**config.mk**
```make
export PLATFORM = sky130hd
export DESIGN_NAME = eil_irq
export DESIGN_NICKNAME = d
export VERILOG_FILES = /design/src/rtl/eil_pkg.sv /design/src/rtl/eil_flag_cell.sv /design/src/rtl/eil_irq.sv
export SDC_FILE = /design/constraint.sdc
export NUM_CORES = 1
export LEC_CHECK = 0
export ABC_AREA = 1
export BUFFER_PORTS_ARGS = -buffer_cell sky130_fd_sc_hd__buf_4
export CAP_MARGIN = 30
export CORE_ASPECT_RATIO = 0.6
export CORE_MARGIN = 10
export CORE_UTILIZATION = 25
export DETAILED_ROUTE_END_ITERATION = 10
export PLACE_DENSITY = 0.58
export SETUP_SLACK_MARGIN = 0.15
export SYNTH_ARGS = -nofsm -noshare
export SYNTH_HDL_FRONTEND = slang
export SYNTH_SLANG_ARGS = --single-unit
```
**constraint.sdc**
```tcl
create_clock -name clock -period 1.97 [get_ports clock]
set_input_delay 0.2955 -clock clock [delete_from_list [all_inputs] [get_ports clock]]
set_output_delay 0.2955 -clock clock [all_outputs]
set_load 0.1 [all_outputs]
```
**src/rtl/eil_pkg.sv**
```systemverilog
// package for the ethernet interrupt aggregation block
// assumes one system clock and a synchronous active-high reset
package eil_pkg;

  // cpu-side register selects
  localparam logic       SEL_ETH_EN    = 1'b0;
  localparam logic       SEL_ETH_FLAGS = 1'b1;
  // phy-side register selects
  localparam logic       SEL_PHY_EN    = 1'b0;
  localparam logic       SEL_PHY_FLAGS = 1'b1;

  // eth_irq_enable / eth_irq_flags bit positions
  localparam int         BIT_RX_PENDING  = 6;
  localparam int         BIT_COPY_DONE   = 5;
  localparam int         BIT_LINK_CHANGE = 4;
  localparam int         BIT_TX_DONE     = 3;
  localparam int         BIT_TX_FAULT    = 1;
  localparam int         BIT_RX_FAULT    = 0;
  localparam logic [7:0] ETH_EN_MASK     = 8'h7b;
  localparam logic [7:0] ETH_EN_RESET    = 8'h00;
  localparam logic [7:0] ETH_FLAG_RESET  = 8'h00;

  // phy_irq_enable / phy_irq_flags bit positions
  localparam int          BIT_PHY_LINK_EN   = 4;
  localparam int          BIT_PHY_GLOBAL_EN = 1;
  localparam int          BIT_PHY_LINK_FLAG = 4;
  localparam int          BIT_PHY_GLOB_FLAG = 2;
  localparam logic [15:0] PHY_EN_MASK       = 16'h0012;
  localparam logic [15:0] PHY_EN_RESET      = 16'h0000;

  // clearable flags handled by flag cells
  localparam int NUM_CLR_FLAGS = 4;

  // one-cycle event pulses from datapath, dma and phy
  typedef struct packed {
    logic copy_done;
    logic tx_done;
    logic tx_fault;
    logic rx_fault;
    logic link_status;
  } eil_evt_t;

  // cpu register port
  typedef struct packed {
    logic       sel;
    logic       wr;
    logic [7:0] wdata;
  } eil_cpu_req_t;

  // phy management port
  typedef struct packed {
    logic        sel;
    logic        wr;
    logic        rd;
    logic [15:0] wdata;
  } eil_phy_req_t;

  // main module state
  typedef struct packed {
    logic [7:0]  eth_en;
    logic        rx_pending;
    logic        link_change;
    logic        phy_link_en;
    logic        phy_glob_en;
    logic        phy_link_flag;
    logic        phy_glob_flag;
    logic        irq;
    logic [7:0]  cpu_rdata;
    logic [15:0] phy_rdata;
  } eil_state_t;

  // flag cell state
  typedef struct packed {
    logic q;
  } eil_cell_t;

endpackage

```
**src/rtl/eil_flag_cell.sv**
```systemverilog
// sticky flag bit: hardware set, software clear, set wins
// assumes set and clear pulses on the same clock
`timescale 1ns/1ps
module eil_flag_cell (
  input  wire logic clock,
  input  wire logic srst,
  input  wire logic set,
  input  wire logic clr,
  output logic      q
);
  import eil_pkg::*;

  eil_cell_t st_r;
  eil_cell_t st_nxt;

  // set beats clear in the same cycle
  always_comb begin
    st_nxt = st_r;
    if (clr) begin
      st_nxt.q = 1'b0;
    end
    if (set) begin
      st_nxt.q = 1'b1;
    end
  end

  always_ff @(posedge clock) begin
    if (srst) begin
      st_r <= '0;
    end else begin
      st_r <= st_nxt;
    end
  end

  assign q = st_r.q;

endmodule

```
**src/rtl/eil_irq.sv**
```systemverilog
// ethernet interrupt aggregation: enables, flags, phy enables and flags
// assumes all inputs come from logic on the same system clock
`timescale 1ns/1ps

module eil_irq (
  input  wire logic                clock,
  input  wire logic                srst,
  input  wire eil_pkg::eil_evt_t   evt,
  input  wire logic [7:0]          pending_packet_count,
  input  wire logic                packet_count_decrement,
  input  wire logic                module_global_irq_en,
  input  wire eil_pkg::eil_cpu_req_t cpu_req,
  input  wire eil_pkg::eil_phy_req_t phy_req,
  output logic [7:0]               cpu_rdata,
  output logic [15:0]              phy_rdata,
  output logic                     master_ethernet_irq_flag
);
  import eil_pkg::*;

  eil_state_t                 st_r;
  eil_state_t                 st_nxt;
  logic [NUM_CLR_FLAGS-1:0]   cell_set;
  logic [NUM_CLR_FLAGS-1:0]   cell_clr;
  logic [NUM_CLR_FLAGS-1:0]   cell_q;
  logic [7:0]                 flags;
  logic                       phy_flag_rd;
  logic                       link_ok;
  logic                       irq_src;

  // bit position of each clearable flag cell
  function automatic int cell_bit(input int i);
    case (i)
      0:       cell_bit = BIT_COPY_DONE;
      1:       cell_bit = BIT_TX_DONE;
      2:       cell_bit = BIT_TX_FAULT;
      default: cell_bit = BIT_RX_FAULT;
    endcase
  endfunction

  // events set cells with no enable in the path
  assign cell_set = {evt.rx_fault, evt.tx_fault, evt.tx_done,
                     evt.copy_done};

  // clearable flags: writing zero to a bit clears it
  genvar g;
  generate
    for (g = 0; g < NUM_CLR_FLAGS; g++) begin : g_cell
      assign cell_clr[g] = cpu_req.wr && cpu_req.sel == SEL_ETH_FLAGS &&
                           !cpu_req.wdata[cell_bit(g)];
      eil_flag_cell u_cell (
        .clock (clock),
        .srst  (srst),
        .set   (cell_set[g]),
        .clr   (cell_clr[g]),
        .q     (cell_q[g])
      );
    end
  endgenerate

  // assembled flag byte, unimplemented bits zero
  always_comb begin
    flags                  = 8'h00;
    flags[BIT_RX_PENDING]  = st_r.rx_pending;
    flags[BIT_COPY_DONE]   = cell_q[0];
    flags[BIT_LINK_CHANGE] = st_r.link_change;
    flags[BIT_TX_DONE]     = cell_q[1];
    flags[BIT_TX_FAULT]    = cell_q[2];
    flags[BIT_RX_FAULT]    = cell_q[3];
  end

  assign phy_flag_rd = phy_req.rd && phy_req.sel == SEL_PHY_FLAGS;
  assign link_ok     = st_r.phy_link_en && st_r.phy_glob_en;
  // any enabled flag standing, before the global gate
  assign irq_src     = |(flags & st_r.eth_en);

  // next state of registers, phy flags and master flag
  always_comb begin
    st_nxt = st_r;
    if (cpu_req.wr && cpu_req.sel == SEL_ETH_EN) begin
      st_nxt.eth_en = cpu_req.wdata & ETH_EN_MASK;
    end
    if (phy_req.wr && phy_req.sel == SEL_PHY_EN) begin
      st_nxt.phy_link_en = phy_req.wdata[BIT_PHY_LINK_EN];
      st_nxt.phy_glob_en = phy_req.wdata[BIT_PHY_GLOBAL_EN];
    end
    // pending flag follows counter; drops only on decrement while the count is zero
    if (pending_packet_count != 8'h00) begin
      st_nxt.rx_pending = 1'b1;
    end else if (packet_count_decrement) begin
      st_nxt.rx_pending = 1'b0;
    end
    // phy flags cleared by a management read, event wins
    if (phy_flag_rd) begin
      st_nxt.phy_link_flag = 1'b0;
      st_nxt.phy_glob_flag = 1'b0;
      st_nxt.link_change   = 1'b0;
    end
    if (evt.link_status) begin
      st_nxt.phy_link_flag = 1'b1;
      if (link_ok) begin
        st_nxt.phy_glob_flag = 1'b1;
        st_nxt.link_change   = 1'b1;
      end
    end
    st_nxt.irq = module_global_irq_en && irq_src;
    // read data registered every cycle
    st_nxt.cpu_rdata = (cpu_req.sel == SEL_ETH_EN) ? st_r.eth_en : flags;
    st_nxt.phy_rdata = 16'h0000;
    if (phy_req.sel == SEL_PHY_EN) begin
      st_nxt.phy_rdata[BIT_PHY_LINK_EN]   = st_r.phy_link_en;
      st_nxt.phy_rdata[BIT_PHY_GLOBAL_EN] = st_r.phy_glob_en;
    end else begin
      st_nxt.phy_rdata[BIT_PHY_LINK_FLAG] = st_r.phy_link_flag;
      st_nxt.phy_rdata[BIT_PHY_GLOB_FLAG] = st_r.phy_glob_flag;
    end
  end

  // state register
  always_ff @(posedge clock) begin
    if (srst) begin
      st_r        <= '0;
      st_r.eth_en <= ETH_EN_RESET;
    end else begin
      st_r <= st_nxt;
    end
  end

  assign cpu_rdata                = st_r.cpu_rdata;
  assign phy_rdata                = st_r.phy_rdata;
  assign master_ethernet_irq_flag = st_r.irq;
endmodule

```
==> impl_metrics.csv <==
group,metric,value,unit
outcome,outcome,"finished, final reports clean",
layout,regArea,520,um2
setup_path,worstSetupStartpoint,"cpu_rdata[1]$_SDFF_PP0_",
power_and_ir_drop,vdd_drop_max,0.244,mV
setup_path,r2r_slack,1.22,ns
grt,busiest_layer,"met2",
floorplan,die_width,107,um
clock_network,clk_pin_slew_worst_paths,0.08,ns
setup_path,cp.required,1.67,ns
clock_network,cts_setup_buffers,0,
clock_network,ctsHoldBuffers,0,
place,dpl.hpwl,2.27,mm
logic_synthesis,synth_warnings,0,
detailed_routing,ant_nets,0,
grt,grt_pass1_wl,4.31,mm
layout,post-route-util,33.1,%
detailed_routing,wl_per_cell,11.4,um
logic_synthesis,synth_area,0.00113,mm2
detailed_routing,drcViolationCount,0,
hold_path,hp-class,"primary input to register",
setup_path,worstSetupPathType,"register to output port",
clock_network,cts_made_buffers,3,
setup_path,cp.arrival,0.86,ns
logic_synthesis,ys_seq_elements,26,
flow_run,max-cap-violations,0,
hold_path,hold_start,"phy_req[18]",
layout,syn_to_final_growth,24.1,%
floorplan,initial_core_util,26.7,%
grt,antenna_found_initial,0,
timing,clock.fmax,0.863,GHz
layout,fin_nets,228,
logic_synthesis,yosysSeqAreaShare,46.1,%
layout,diodes,0,
timing,setup_slack,0.811,ns
detailed_routing,via_per_inst,3.86,
timing,finalMaxSlewViolations,0,
setup_path,critPathMaxFanout,1,
floorplan,die_area,0.00769,mm2
grt,use_met1,7.99,%
timing,skew,0.00164,ns
detailed_routing,num_vias,926,
setup_path,cp_cell_sequence,"buf_4",
detailed_routing,drtIter0Drc,27,
floorplan,core_area,0.00423,mm2
grt,use_met2,10.9,%
setup_path,slowest_stage,"dfxtp_1",
grt,grt_pass1_vias,909,
detailed_routing,first_pass_iters,4,
clock_network,clock_path_buffers,2,
grt,grt_overflow_total,0,
clock_network,cts_resized,0,
detailed_routing,routed_wl,2.73,mm
setup_path,endpoint_kind,"output port",
floorplan,placement_rows,18,
power_and_ir_drop,power_density,853,mW/mm2
layout,n_fill_cell,481,
place,dpl_worst_slack,0.819,ns
timing,finalHoldViolCount,0,
timing,setup_tns,0,ns
clock_network,cts_tree,"built",
clock_network,cts_sinks,26,
timing,finalCritPeriodShare,58.8,%
timing,fin_hold_ws,0.234,ns
logic_synthesis,syn_inst,150,
power_and_ir_drop,power.total,1.19,mW
place,numPortBuffers,39,
grt,grt_max_degree,17,
grt,met3_usage,3.17,%
logic_synthesis,synth.distinct_cells,14,
clock_network,insertion_delay,0.26,ns
setup_path,slowest_delay,0.31,ns
place,place_congestion,0.743,
floorplan,ios,71,
layout,layout_commonest_cell,"buf_4",
grt,track_usage,6.88,%
clock_network,root_buffer,"clkbuf_8",
timing,rsz0062_at_grt,"no",
setup_path,crit_buf_inv,1,
layout,multiInputGateArea,429,um2
setup_path,cp_top_family,"flip-flops",
setup_path,cp-start-kind,"register",
floorplan,fp.dieH,72.0,um
power_and_ir_drop,p_leak,0.678,nW
logic_synthesis,avgSynthCellArea,7.52,um2
layout,final_cell_mix,"39 x buf_4, 33 x nor2_1, 26 x dfxtp_1",
setup_path,timing.rr.start,"flags[6]$_SDFFE_PP0P_",
clock_network,htreeDepth,1,
timing,finalSetupViolCount,0,
layout,drive_gt1_share,25.0,%
timing,fin_crit,1.16,ns
-- metal layers --
metal,routed length (um),up-vias
li1,-,493
met1,1250,405
met2,1250,26
met3,184,2
met4,36,0
met5,0,-
-- Yosys cell counts --
| master | count | area [um2] |
|---|---|---|
| o21ai_0 | 18 | 90.1 |
| and3_1 | 1 | 6.26 |
| inv_2 | 2 | 7.51 |
| nor3_1 | 1 | 5.00 |
| nor2_1 | 33 | 124 |
| conb_1 | 1 | 3.75 |
| a21oi_1 | 11 | 55.1 |
| buf_4 | 24 | 180 |
| inv_1 | 9 | 33.8 |
| dfxtp_1 | 26 | 521 |
| nand3_1 | 2 | 10.0 |
| nand2_4 | 1 | 11.3 |
| buf_2 | 2 | 10.0 |
| nand2_1 | 19 | 71.3 |
-- stage by stage --
step | cells | instance area (um2)
after CTS | 240 | 1400
after global placement | 237 | 1360
after floorplan | 164 | 1180
final | 240 | 1400
after detailed placement | 237 | 1360
after global routing | 240 | 1400
-- layout make-up --
cell class | instances | area share (%)
Clock buffer | 3 | 2.95
Inverter | 11 | 2.95
Sequential cell | 26 | 37.2
Tap cell | 60 | 5.36
Timing Repair Buffer | 39 | 20.9
Multi-Input combinational cell | 101 | 30.7
-- path summary, 6_finish.rpt --
check | cells after the start | to
max | 1 | cpu_rdata[1]
min | 2 | phy_rdata[1]$_SDFF_PP0_
max reg2reg | 4 | master_ethernet_irq_flag$_SDFF_PP0_
min reg2reg | 2 | phy_rdata[4]$_SDFF_PP0_
-- state kept, by name, indices dropped and copies added, names as in the netlist --
register	cells
flags	2
st_r	10
phy_rdata	3
cpu_rdata	6
g_cell.u_cell.q	4
master_ethernet_irq_flag	1
-- kinds of logic after synthesis --
| family | Yosys count | synth area share [%] |
|---|---|---|
| compound gates | 29 | 12.9 |
| buf+inv | 37 | 20.5 |
| flops | 26 | 46.1 |
| other cells | 1 | 0.332 |
| simple gates | 57 | 20.2 |
-- report_power, final --
| part | internal (mW) | switching (mW) | leakage (nW) |
|---|---|---|---|
| sequential | 0.556 | 0.0156 | 0.215 |
| combinational | 0.0732 | 0.260 | 0.442 |
| clock | 0.137 | 0.153 | 0.0216 |
No activity file was read; power rests on OpenSTA's default activity.
